<file path="src/rtl/gpl_cfg.svh">
// Register offsets, reset values and field positions of the port block.
// Assumes inclusion by bare name from the design files.
`ifndef GPL_CFG_SVH
`define GPL_CFG_SVH
`define GPL_KEYPAD_DATA_OFF 9'h006
`define GPL_KEYPAD_DATA_ALT 9'h106
`define GPL_PERIPH_DATA_OFF 9'h007
`define GPL_DISPLAY_DATA_OFF 9'h008
`define GPL_INONLY_DATA_OFF 9'h009
`define GPL_OPTION_OFF 9'h081
`define GPL_OPTION_ALT 9'h181
`define GPL_KEYPAD_DIR_OFF 9'h086
`define GPL_KEYPAD_DIR_ALT 9'h186
`define GPL_PERIPH_DIR_OFF 9'h087
`define GPL_DISPLAY_DIR_OFF 9'h088
`define GPL_SEG_EN_OFF 9'h10D
`define GPL_PERIPH_CTRL_OFF 9'h120
`define GPL_OPTION_RST 8'hFF
`define GPL_KEYPAD_DIR_RST 8'hFF
`define GPL_PERIPH_DIR_RST 6'h3F
`define GPL_DISPLAY_DIR_RST 8'hFF
`define GPL_SEG_EN_RST 8'hFF
`define GPL_DISPLAY_DATA_RST 8'h00
`define GPL_PULL_UP_DISABLE_BIT 7
`define GPL_SEG_GRP_0_BIT 0
`define GPL_SEG_GRP_5_BIT 1
`define GPL_SEG_GRP_9_BIT 2
`define GPL_SEG_GRP_27_BIT 6
`define GPL_SEG_GRP_29_BIT 7
`endif

</file>
<file path="src/rtl/gpl_pkg.sv">
// Types shared by the port block.
// Assumes nothing beyond a SystemVerilog compiler.
package gpl_pkg;
  // Peripheral ownership of the peripheral port pins
  typedef struct packed {
    logic timer_osc;
    logic ccp;
    logic ccp_out;
    logic ssp;
    logic ssp_i2c;
  } gpl_periph_t;
endpackage : gpl_pkg

</file>
<file path="src/rtl/gpl_ports.sv">
// General-purpose ports: keypad, peripheral, display and input-only display.
// Assumes a single 100 MHz clock, a same-clock register master and pins
// that arrive asynchronously and are synchronised here.
`timescale 1ns/100ps
`include "gpl_cfg.svh"
module gpl_ports #(
  parameter int ADDR_W = 9
) (
  input wire logic i_clk,
  input wire logic i_rst_b,
  input wire logic i_por_b,
  input wire logic [ADDR_W-1:0] i_addr,
  input wire logic [7:0] i_wdata,
  input wire logic i_wr,
  input wire logic i_rd,
  output logic [7:0] o_rdata,
  input wire logic [7:0] i_keypad_pin,
  output logic [7:0] o_keypad_out,
  output logic [7:0] o_keypad_oe,
  output logic [7:0] o_keypad_pull_up,
  input wire logic [5:0] i_periph_pin,
  output logic [5:0] o_periph_out,
  output logic [5:0] o_periph_oe,
  input wire logic i_second_timer_osc_out,
  input wire logic i_capture_compare_pwm_out,
  input wire logic i_ssp_clk_out,
  input wire logic i_ssp_clk_oe,
  input wire logic i_ssp_data_oe,
  input wire logic i_ssp_sdo,
  output logic o_second_timer_clock_in,
  output logic o_capture_compare_pwm_in,
  output logic o_ssp_clk_in,
  output logic o_ssp_data_in,
  input wire logic [7:0] i_display_pin,
  output logic [7:0] o_display_out,
  output logic [7:0] o_display_oe,
  output logic [7:0] o_display_seg_mode,
  input wire logic [7:0] i_input_only_display_pin,
  output logic [7:0] o_input_only_seg_mode,
  output logic o_alt_port_bit7_seg_mode
);
  // The decode compares nine address bits, so a narrower bus cannot work
  if (ADDR_W < 9) begin : g_addr_w_check
    $error("gpl_ports: ADDR_W must be at least 9");
  end

  //////////////////////////////////////////////////////////////////////////
  // Software registers
  logic [7:0] keypad_port_data;
  logic [5:0] peripheral_port_data;
  logic [7:0] display_port_data;
  logic [7:0] option_config;
  logic [7:0] keypad_port_direction;
  logic [5:0] peripheral_port_direction;
  logic [7:0] display_port_direction;
  logic [7:0] segment_pin_enable;
  gpl_pkg::gpl_periph_t periph_ctrl;
  logic [8:0] a;
  assign a = i_addr[8:0];

  // Two-flop synchronisers on every pin input
  logic [7:0] kp_s1, kp_s2, dp_s1, dp_s2, ip_s1, ip_s2;
  logic [5:0] pp_s1, pp_s2;
  always_ff @(posedge i_clk) begin
    kp_s1 <= i_keypad_pin;
    kp_s2 <= kp_s1;
    pp_s1 <= i_periph_pin;
    pp_s2 <= pp_s1;
    dp_s1 <= i_display_pin;
    dp_s2 <= dp_s1;
    ip_s1 <= i_input_only_display_pin;
    ip_s2 <= ip_s1;
  end

  // Keypad latch: only power-on clears it, so any other reset keeps it
  // Writes are ignored while a reset is held, so the latch really stays put
  always_ff @(posedge i_clk) begin
    if (!i_por_b) begin
      keypad_port_data <= 8'h00;
    end else if (i_rst_b && i_wr
                 && (a == `GPL_KEYPAD_DATA_OFF || a == `GPL_KEYPAD_DATA_ALT)) begin
      keypad_port_data <= i_wdata;
    end
  end

  // Peripheral latch also survives ordinary resets
  always_ff @(posedge i_clk) begin
    if (!i_por_b) begin
      peripheral_port_data <= 6'h00;
    end else if (i_rst_b && i_wr && a == `GPL_PERIPH_DATA_OFF) begin
      peripheral_port_data <= i_wdata[5:0];
    end
  end

  // Display latch resets to zero on every reset
  always_ff @(posedge i_clk) begin
    if (!i_rst_b || !i_por_b) begin
      display_port_data <= `GPL_DISPLAY_DATA_RST;
    end else if (i_wr && a == `GPL_DISPLAY_DATA_OFF) begin
      display_port_data <= i_wdata;
    end
  end

  // Direction, option and segment enable registers
  always_ff @(posedge i_clk) begin
    if (!i_rst_b || !i_por_b) begin
      keypad_port_direction <= `GPL_KEYPAD_DIR_RST;
      peripheral_port_direction <= `GPL_PERIPH_DIR_RST;
      display_port_direction <= `GPL_DISPLAY_DIR_RST;
      option_config <= `GPL_OPTION_RST;
      segment_pin_enable <= `GPL_SEG_EN_RST;
      periph_ctrl <= '0;
    end else if (i_wr) begin
      if (a == `GPL_KEYPAD_DIR_OFF || a == `GPL_KEYPAD_DIR_ALT) begin
        keypad_port_direction <= i_wdata;
      end
      if (a == `GPL_PERIPH_DIR_OFF) begin
        peripheral_port_direction <= i_wdata[5:0];
      end
      if (a == `GPL_DISPLAY_DIR_OFF) begin
        display_port_direction <= i_wdata;
      end
      if (a == `GPL_OPTION_OFF || a == `GPL_OPTION_ALT) begin
        option_config <= i_wdata;
      end
      if (a == `GPL_SEG_EN_OFF) begin
        segment_pin_enable <= i_wdata;
      end
      if (a == `GPL_PERIPH_CTRL_OFF) begin
        periph_ctrl <= i_wdata[4:0];
      end
    end
  end

  //////////////////////////////////////////////////////////////////////////
  // Keypad port: pull-ups drop on outputs
  always_comb begin
    o_keypad_out = keypad_port_data;
    o_keypad_oe = ~keypad_port_direction;
    o_keypad_pull_up = option_config[`GPL_PULL_UP_DISABLE_BIT] ? 8'h00
                       : keypad_port_direction;
  end

  //////////////////////////////////////////////////////////////////////////
  // Peripheral port with per-pin ownership override
  logic [5:0] pp_oe_sw;
  assign pp_oe_sw = ~peripheral_port_direction;
  always_comb begin
    o_periph_out = peripheral_port_data;
    o_periph_oe = pp_oe_sw;
    // Timer oscillator owns bits 0 and 1 as analogue pins, no digital drive
    if (periph_ctrl.timer_osc) begin
      o_periph_oe[1:0] = 2'h0;
    end
    if (periph_ctrl.ccp) begin
      o_periph_out[2] = i_capture_compare_pwm_out;
      o_periph_oe[2] = periph_ctrl.ccp_out;
    end
    if (periph_ctrl.ssp) begin
      o_periph_out[3] = i_ssp_clk_out;
      o_periph_oe[3] = i_ssp_clk_oe;
      o_periph_out[4] = 1'b0; // I2C data drives low only
      o_periph_oe[4] = periph_ctrl.ssp_i2c & i_ssp_data_oe;
      // Serial data out exists in SPI mode only; its direction bit stays
      // with software, and in I2C mode bit 5 is plain general I/O
      if (!periph_ctrl.ssp_i2c) begin
        o_periph_out[5] = i_ssp_sdo;
      end
    end
  end

  // Peripheral inputs see the synchronised pins
  always_comb begin
    o_second_timer_clock_in = pp_s2[0];
    o_capture_compare_pwm_in = pp_s2[2];
    o_ssp_clk_in = pp_s2[3];
    o_ssp_data_in = pp_s2[4];
  end

  // Unused but external oscillator output is passed by analogue path
  logic unused_osc;
  assign unused_osc = i_second_timer_osc_out;

  //////////////////////////////////////////////////////////////////////////
  // Display port: segment enable first, then direction for pins 0-4 only
  logic seg_lo, seg_hi;
  assign seg_lo = segment_pin_enable[`GPL_SEG_GRP_0_BIT];
  assign seg_hi = segment_pin_enable[`GPL_SEG_GRP_29_BIT];
  always_comb begin
    o_display_seg_mode = {{3{seg_hi}}, {5{seg_lo}}};
    o_display_out = display_port_data;
  end

  // Per-pin drive: segment use wins, pins 5-7 have no output driver at all
  for (genvar gi = 0; gi < 8; gi++) begin : g_disp_pin
    if (gi < 5) begin : g_io
      assign o_display_oe[gi] = !seg_lo && !display_port_direction[gi];
    end else begin : g_in
      assign o_display_oe[gi] = 1'b0;
    end
  end

  // Input-only port: bits 0-3 group 5, 4-6 group 9, bit 7 group 27
  always_comb begin
    o_input_only_seg_mode = {segment_pin_enable[`GPL_SEG_GRP_27_BIT],
      {3{segment_pin_enable[`GPL_SEG_GRP_9_BIT]}},
      {4{segment_pin_enable[`GPL_SEG_GRP_5_BIT]}}};
    o_alt_port_bit7_seg_mode = segment_pin_enable[`GPL_SEG_GRP_27_BIT];
  end

  //////////////////////////////////////////////////////////////////////////
  // Read data one cycle after the strobe; pins read as levels
  always_ff @(posedge i_clk) begin
    if (!i_rst_b || !i_por_b) begin
      o_rdata <= 8'h00;
    end else if (i_rd) begin
      unique case (a)
        `GPL_KEYPAD_DATA_OFF, `GPL_KEYPAD_DATA_ALT: o_rdata <= kp_s2;
        `GPL_PERIPH_DATA_OFF: o_rdata <= {2'h0, pp_s2};
        `GPL_DISPLAY_DATA_OFF: o_rdata <= dp_s2 & ~o_display_seg_mode;
        `GPL_INONLY_DATA_OFF: o_rdata <= ip_s2 & ~o_input_only_seg_mode;
        `GPL_OPTION_OFF, `GPL_OPTION_ALT: o_rdata <= option_config;
        `GPL_KEYPAD_DIR_OFF, `GPL_KEYPAD_DIR_ALT: o_rdata <= keypad_port_direction;
        `GPL_PERIPH_DIR_OFF: o_rdata <= {2'h0, peripheral_port_direction};
        `GPL_DISPLAY_DIR_OFF: o_rdata <= display_port_direction;
        `GPL_SEG_EN_OFF: o_rdata <= segment_pin_enable;
        `GPL_PERIPH_CTRL_OFF: o_rdata <= {3'h0, periph_ctrl};
        default: o_rdata <= 8'h00; // Unmapped reads as zero
      endcase
    end else begin
      o_rdata <= 8'h00;
    end
  end

  //////////////////////////////////////////////////////////////////////////
  // Checks: register bus, read data one cycle after the strobe
  a_pp_upper_zero: assert property (@(posedge i_clk) disable iff (!i_rst_b)
    $past(i_rd) && $past(a) == `GPL_PERIPH_DIR_OFF |-> o_rdata[7:6] == 2'h0)
    else $error("peripheral direction upper bits not zero");
  a_pd_upper_zero: assert property (@(posedge i_clk) disable iff (!i_rst_b)
    $past(i_rd) && $past(a) == `GPL_PERIPH_DATA_OFF |-> o_rdata[7:6] == 2'h0)
    else $error("peripheral data upper bits not zero");
  a_rdata_idle: assert property (@(posedge i_clk) disable iff (!i_rst_b)
    !$past(i_rd) |-> o_rdata == 8'h00)
    else $error("read data not idle");
  a_seg_mask_read: assert property (@(posedge i_clk) disable iff (!i_rst_b)
    $past(i_rd) && $past(a) == `GPL_DISPLAY_DATA_OFF
      |-> (o_rdata & $past(o_display_seg_mode)) == 8'h00)
    else $error("segment pin read as digital");
  a_inonly_mask_read: assert property (@(posedge i_clk) disable iff (!i_rst_b)
    $past(i_rd) && $past(a) == `GPL_INONLY_DATA_OFF
      |-> (o_rdata & $past(o_input_only_seg_mode)) == 8'h00)
    else $error("input-only segment pin read as digital");

  // Checks: reset values, one edge after the reset is seen
  a_pp_dir_reset: assert property (@(posedge i_clk)
    !i_rst_b |=> peripheral_port_direction == 6'h3F)
    else $error("peripheral direction reset wrong");
  a_pp_dir_por: assert property (@(posedge i_clk)
    !i_por_b |=> peripheral_port_direction == 6'h3F)
    else $error("peripheral direction power-on value wrong");
  a_kp_dir_reset: assert property (@(posedge i_clk)
    !i_rst_b |=> keypad_port_direction == 8'hFF)
    else $error("keypad direction reset wrong");
  a_disp_dir_reset: assert property (@(posedge i_clk)
    !i_rst_b |=> display_port_direction == 8'hFF)
    else $error("display direction reset wrong");
  a_keypad_keep: assert property (@(posedge i_clk)
    i_por_b && !i_rst_b |=> keypad_port_data == $past(keypad_port_data))
    else $error("keypad latch lost on reset");
  a_por_segments: assert property (@(posedge i_clk)
    !i_por_b |=> segment_pin_enable == 8'hFF)
    else $error("segments not set on power-on");
  a_seg_reset: assert property (@(posedge i_clk)
    !i_rst_b |=> segment_pin_enable == 8'hFF)
    else $error("segments not set on reset");

  // Checks: display and input-only ports
  a_seg_blocks_oe: assert property (@(posedge i_clk) disable iff (!i_rst_b)
    seg_lo |-> o_display_oe == 8'h00)
    else $error("segment mode pin driven");
  a_disp_hi_input: assert property (@(posedge i_clk) disable iff (!i_rst_b)
    o_display_oe[7:5] == 3'h0)
    else $error("display upper pins driven");
  a_disp_dir_follow: assert property (@(posedge i_clk) disable iff (!i_rst_b)
    !seg_lo |-> o_display_oe[4:0] == ~display_port_direction[4:0])
    else $error("display direction not followed");
  a_inonly_bit7: assert property (@(posedge i_clk) disable iff (!i_rst_b)
    o_input_only_seg_mode[7] == o_alt_port_bit7_seg_mode)
    else $error("group 27 pins disagree");

  // Checks: keypad pull-ups
  a_pull_up_out: assert property (@(posedge i_clk) disable iff (!i_rst_b)
    (o_keypad_pull_up & o_keypad_oe) == 8'h00)
    else $error("pull-up on output pin");
  a_pull_up_on: assert property (@(posedge i_clk) disable iff (!i_rst_b)
    !option_config[`GPL_PULL_UP_DISABLE_BIT] |-> o_keypad_pull_up == keypad_port_direction)
    else $error("pull-up missing on input pin");
  a_pull_up_off: assert property (@(posedge i_clk) disable iff (!i_rst_b)
    option_config[`GPL_PULL_UP_DISABLE_BIT] |-> o_keypad_pull_up == 8'h00)
    else $error("pull-up on while disabled");

  // Checks: peripheral overrides of the peripheral port
  a_ccp_override: assert property (@(posedge i_clk) disable iff (!i_rst_b)
    periph_ctrl.ccp |-> o_periph_oe[2] == periph_ctrl.ccp_out)
    else $error("ccp override missing");
  a_ccp_pin_out: assert property (@(posedge i_clk) disable iff (!i_rst_b)
    periph_ctrl.ccp |-> o_periph_out[2] == i_capture_compare_pwm_out)
    else $error("ccp output not on pin");
  a_timer_osc_in: assert property (@(posedge i_clk) disable iff (!i_rst_b)
    periph_ctrl.timer_osc |-> o_periph_oe[1:0] == 2'h0)
    else $error("oscillator pins driven");
  a_ssp_clock_pin: assert property (@(posedge i_clk) disable iff (!i_rst_b)
    periph_ctrl.ssp |-> o_periph_oe[3] == i_ssp_clk_oe && o_periph_out[3] == i_ssp_clk_out)
    else $error("serial clock not on pin");
  a_spi_data_in: assert property (@(posedge i_clk) disable iff (!i_rst_b)
    periph_ctrl.ssp && !periph_ctrl.ssp_i2c |-> !o_periph_oe[4])
    else $error("SPI data input driven");
  a_spi_sdo_out: assert property (@(posedge i_clk) disable iff (!i_rst_b)
    periph_ctrl.ssp && !periph_ctrl.ssp_i2c |-> o_periph_out[5] == i_ssp_sdo)
    else $error("serial data out not on pin");
  a_i2c_open_drain: assert property (@(posedge i_clk) disable iff (!i_rst_b)
    periph_ctrl.ssp && periph_ctrl.ssp_i2c |-> !o_periph_out[4])
    else $error("I2C data driven high");
endmodule : gpl_ports

</file>
<file path="config.mk">
export PLATFORM = sky130hd
export DESIGN_NAME = gpl_ports
export DESIGN_NICKNAME = d
export VERILOG_FILES = /design/src/rtl/gpl_pkg.sv /design/src/rtl/gpl_ports.sv
export VERILOG_INCLUDE_DIRS = /design/src /design/src/rtl
export SDC_FILE = /design/constraint.sdc
export NUM_CORES = 1
export LEC_CHECK = 0
export BUFFER_PORTS_ARGS = -buffer_cell sky130_fd_sc_hd__buf_2
export CAP_MARGIN = 15
export CORE_UTILIZATION = 47
export CTS_CLUSTER_SIZE = 24
export DETAILED_ROUTE_END_ITERATION = 8
export PLACE_DENSITY = 0.76
export SLEW_MARGIN = 20
export SYNTH_ARGS = -nofsm -noshare
export SYNTH_HDL_FRONTEND = slang
export SYNTH_SLANG_ARGS = --single-unit
</file>
<file path="constraint.sdc">
create_clock -name i_clk -period 1.7 [get_ports i_clk]
set_clock_uncertainty 0.05 [all_clocks]
set_input_delay 0.255 -clock i_clk [delete_from_list [all_inputs] [get_ports i_clk]]
set_output_delay 0.255 -clock i_clk [all_outputs]
set_load 0.005 [all_outputs]
</file>
* Yosys cells after proc, flatten, opt, wreduce, memory -nomap -nowiden
Cells that the tools add are included.
** Cells by class
- Equality and inequality tests :: 13
- Mux-type cells :: 8
- Bitwise gates (word level) :: 8
- Reduce and logical (&&, ||, !) cells :: 31
** Operators by type and width (number)
- $pmux 8 s10 :: 1
- $eq 9x9->1 const B :: 5
- $eq 9x8->1 const B :: 4
- $not 8->8 :: 3
- $eq 9x3->1 const B :: 2
- $eq 9x4->1 const B :: 2
- $and 8x8->8 :: 2
- $reduce_and 2->1 :: 6
- $logic_and 1x1->1 :: 9
- $logic_not 1->1 :: 8
- $mux 8 :: 1
- $reduce_or 2->1 :: 4
- $not 6->6 :: 1
- $logic_or 1x1->1 :: 4
- $mux 2 :: 2
- $mux 1 :: 3
- $mux 3 :: 1
- $and 1x1->1 :: 1
- $not 1->1 :: 1
** Word-level totals
- Flip-flop bits (word level) :: 133
- Word-level logic and storage cells :: 82

* Logic depth before layout (Yosys ltp)
- Depth in word-level cells :: 3
- Gate-level depth with buffers :: 8

* Least setup slack after synthesis
OpenSTA, ideal clock, no wires.
- Kind :: input to register
- Start :: in i_addr[3]
- End :: reg o_rdata[3]
- Setup time :: 0.151 ns
- Arrival :: 1.543 ns
- Data required time :: 1.499 ns
- Path slack :: -0.044 ns
- Stages on the path :: 7
- Buffers on the path :: 2
- Path through :: buf_2 -> and3b_1 -> and2_1 -> buf_2 -> a222oi_1 -> a2bb2oi_1 -> a41oi_2
** On the way
- Cells in the longest elaborated chain, start to end :: 3
** RTL lines
- from (decl) :: line gpl_ports.sv:12 : input wire logic [ADDR_W-1:0] i_addr,
- $eq 9x8->1, or another cell as far along :: line gpl_ports.sv:217 : unique case (a)
- $reduce_or 2->1 :: line gpl_ports.sv:217
- $pmux 8 s10 (*) :: line gpl_ports.sv:217
- to (signal assigned) :: line gpl_ports.sv:218 : `GPL_KEYPAD_DATA_OFF, `GPL_KEYPAD_DATA_ALT: o_rdata <= kp_s2;
- to (signal assigned) :: line gpl_ports.sv:219 : `GPL_PERIPH_DATA_OFF: o_rdata <= {2'h0, pp_s2};
- to (signal assigned) :: line gpl_ports.sv:220 : `GPL_DISPLAY_DATA_OFF: o_rdata <= dp_s2 & ~o_display_seg_mode;
- to (decl) :: line gpl_ports.sv:16 : output logic [7:0] o_rdata,
Mark *: on every way between the ends. The rest lies on a longest branch, timed or not.
A chain may end at the register's enable or synchronous reset.

* Worst setup path in the final report
- Start :: reg periph_ctrl[1] (netlist bit)
- End :: out o_periph_out[5]
** On the way
- Cells in the longest elaborated chain, start to end :: 1
** RTL lines
- from (decl) :: line gpl_ports.sv:57 : gpl_pkg::gpl_periph_t periph_ctrl;
- from (signal assigned) :: line gpl_ports.sv:130 : periph_ctrl <= i_wdata[4:0];
- $mux 3 :: line gpl_ports.sv:159 : if (periph_ctrl.ssp) begin
- to (decl) :: line gpl_ports.sv:22 : output logic [5:0] o_periph_out,
Every way passes these cells.

==> impl_metrics.csv <==
group,metric,value,unit
grt,overflow,0,
synth,yosysSeqAreaShare,53.8,%
finish,final_cells,837,
placement,numPortBuffers,134,
power,combPwrFrac,5.2,%
placement,gp_congestion,0.953,
finish,diodes,0,
synth,synth_edf_count,0,
finish,area_growth,38.4,%
clock_tree,cts_buffers,17,
worst_setup_path,crit_chain,"nor2b_4 > mux2_4 > buf_6",
sta,tightest_slew,0.762,ns
grt,grt_pass1_vias,4429,
clock_tree,clkTransAtPathRegs,0.06,ns
power,power.switching,0.00159,W
synth,synthCells,504,
die,start_util,48.1,%
run_status,status,"complete, but fails checks",
die,dieArea,10900,um^2
clock_tree,cts_max_level,4,
die,die_h,105,um
clock_tree,clock_path_buffers,2,
placement,dp_cells,773,
synth,synth.ff_latch_count,133,
drt,wl,14200,um
run_status,violations,"negative setup slack",
power,leakagePower,3.09,nW
power,seq_power_share,45.6,%
clock_tree,clock-sinks,133,
power,clockPowerShare,49.2,%
synth,async_flop_share,0,%
drt,drt_pass1_iterations,6,
power,power_density,1030,nW/um^2
drt,antenna_left,0,
drt,routedWlPerCell,17.0,um
flow_run,drv_cap,0,
synth,netlist_top_cells_area,"dfxtp_1 54%, nand2_1 6.6%, mux2i_1 5.9%",
power,vdd_drop_max,0.706,mV
sta,slew_headroom,49.1,%
worst_setup_path,arrival,1.44,ns
finish,layout.nets,747,
grt,grt_pass1_wl,22700,um
drt,drcViolationCount,0,
clock_tree,root_buffer,"clkbuf_8",
worst_setup_path,path_max_fanout,2,
die,rows,37,
finish,final_area,6850,um^2
sta,fin_ws,-0.0449,ns
sta,fin_crit_sh,103,%
synth,synth_top_cell_by_area,"dfxtp_1",
drt,via_per_inst,5.35,
synth,netlist_area,4950,um^2
worst_setup_path,cp-end-kind,"primary output",
clock_tree,insertion_delay,0.52,ns
worst_setup_path,worstSetupStartpointType,"flip-flop",
worst_setup_path,critical-path-max-stage-delay,0.35,ns
power,power,0.00707,W
die,dieWidth,105,um
placement,place_area,5910,um^2
sta,fmax,0.573,GHz
power,switching_share,22.4,%
die,design.core.area,10300,um^2
power,p_int,0.00548,W
hold_path,hold_path_class,"input port to flip-flop",
synth,synth-main-ff-cell,"dfxtp_1",
sta,finalHoldViolCount,0,
sta,setup_viol,2,
grt,grt_usage,27.0,%
grt,grt_max_degree,36,
synth,postSynthAreaPerCell,9.82,um^2
worst_setup_path,crit_required,1.39,ns
synth,synth_cell_types,55,
drt,dr_total_vias,4475,
finish,n_fill_cell,824,
finish,drive_gt1_share,34.7,%
sta,maxSlewViolCount,0,
worst_setup_path,crit_type,"flip-flop to primary output",
placement,place_ws,-0.325,ns
drt,drtIter0Drc,363,
die,io_pins,139,
synth,synth_top_area_share,53.8,%
sta,rsz0062_at_grt,"true",
clock_tree,cts_tree,"done",
worst_setup_path,crit_slowest_cell,"dfxtp_2",
placement,dp_hpwl,9950,um
grt,antenna_found_initial,0,
finish,fin_util,66.6,%
synth,yosysWarnings,0,
sta,fin_crit,1.74,ns
[power groups by stage]
stage          Clock, W  Sequential, W  Combinational [W]
2_1_floorplan         0        0.00328           0.000143
3_3_place_gp          0        0.00329           0.000299
3_5_place_dp          0        0.00329           0.000303
4_1_cts         0.00352        0.00322           0.000361
5_1_grt         0.00369        0.00322           0.000390
6_report        0.00348        0.00322           0.000368
[final timing paths]
kind / cells after the start / to / start / slack, ns
worst min-delay path: 3 / option_config[7]$_SDFFE_PP1P_ / i_wdata[7] / 0.02
worst max register to register: 3 / o_rdata[0]$_SDFF_PP0_ / pp_s2[0]$_DFF_P_ / 0.36
worst min register to register: 0 / pp_s2[1]$_DFF_P_ / pp_s1[1]$_DFF_P_ / 0.28
worst max-delay path: 3 / o_periph_out[5] / periph_ctrl[1]$_SDFFE_PP0P_ / -0.04
[cells in the mapped netlist (all sizes together), types with 2 or more instances]
master   instances
a21oi           19
a22oi            6
o21ai            7
clkbuf          20
a31oi            5
and2             4
a32oi            4
or2b             2
a22o             4
nor2b           19
and3             5
nor4b            3
o211ai           8
nand3           31
dfxtp          133
a41oi            2
nand2           88
mux2             4
a2bb2oi          3
nor3b            4
nand4            3
nand2b           4
nor4             2
nor3             6
and3b            2
a221oi           2
buf             35
a222oi           9
mux2i           29
nor2            20
inv             11
[cells in the final DEF (no fill, tap or decap), types with 4 or more instances in the layout]
master         synthesis  routed
buf_4                 21      48
mux2i_1               29      29
nand3_1               30      30
clkbuf_16              0      16
clkinvlp_4             0       4
nand2b_1               4       4
dlygate4sd3_1          0      31
a222oi_1               9       9
buf_6                  4       4
buf_2                 10     132
a22o_1                 4       4
nand2_1               87      87
nor2b_1               19      18
inv_6                  0       4
nor3_1                 5       5
buf_12                 0       4
and3_1                 5       5
a21oi_1               19      19
dfxtp_1              133     129
o21ai_0                7       5
o211ai_1               8       8
a22oi_1                6       6
inv_1                 11      11
nor2_1                18      17
a31oi_1                5       5
a32oi_1                4       4
[registers in the layout (all words and copies together) (netlist names), 6 cells and up]
register and flops:
kp_s1 8, display_port_direction 8, pp_s1 6, segment_pin_enable 8, ip_s1 8, o_display_out 8, ip_s2 8, peripheral_port_direction 6
o_rdata 8, peripheral_port_data 6, kp_s2 8, option_config 8, dp_s1 8, keypad_port_direction 8, dp_s2 8, o_keypad_out 8
pp_s2 6
[through the flow]
stage | TNS [ns] | hold WS [ns]
after floorplan | 0 | 0.233
after global placement | -11.48 | 0.261
after detailed placement | -13.10 | 0.262
after CTS | -0.0828 | 0.00278
after global routing | -0.168 | 0.0142
final | -0.0504 | 0.0193
[routing by layer]
| layer | global-route usage, % | wire length (um) |
|---|---|---|
| met5 | 0 | 0 |
| met3 | 8.30 | 1130 |
| met1 | 32.5 | 5760 |
| met4 | 12.9 | 416 |
| met2 | 43.9 | 6930 |
[worst max-delay path: cells and delay by family (launching register included)]
family,cells,cell delay [ns]
buf+inv,1,0.12
flops,1,0.35
mux,1,0.31
simple gates,1,0.15
[logic make-up (layout without fill, tap and decap cells)]
group | count (synthesis) | count (layout) | share of synthesized area (%)
and+or+nand+nor | 197 | 197 | 20.8
DFF | 133 | 133 | 53.8
AOI/OAI and AO/OA | 74 | 74 | 11.1
buffers and inverters | 66 | 261 | 7.51
muxes | 33 | 33 | 6.78
other | 1 | 3 | 0.0758
[what timing repair did]
action / CTS / global route
cloned: 0 / 0
hold buffers: 31 / 0
hold endpoints to repair: 31 / 0
buffers inserted: 2 / 0
resized for setup: 11 / 5
endpoints found under the setup margin: 4 / 10
[cell type report]
class	count	area (um^2)	share of cell area [%]
Clock inverter	13	151	2.21
Inverter	11	41.3	0.603
Timing Repair Buffer	219	1460	21.3
Multi-Input combinational cell	307	1940	28.3
Clock buffer	18	418	6.10
Sequential cell	133	2670	39.0
Tap cell	136	170	2.48
No activity file was read; power rests on OpenSTA's default activity.
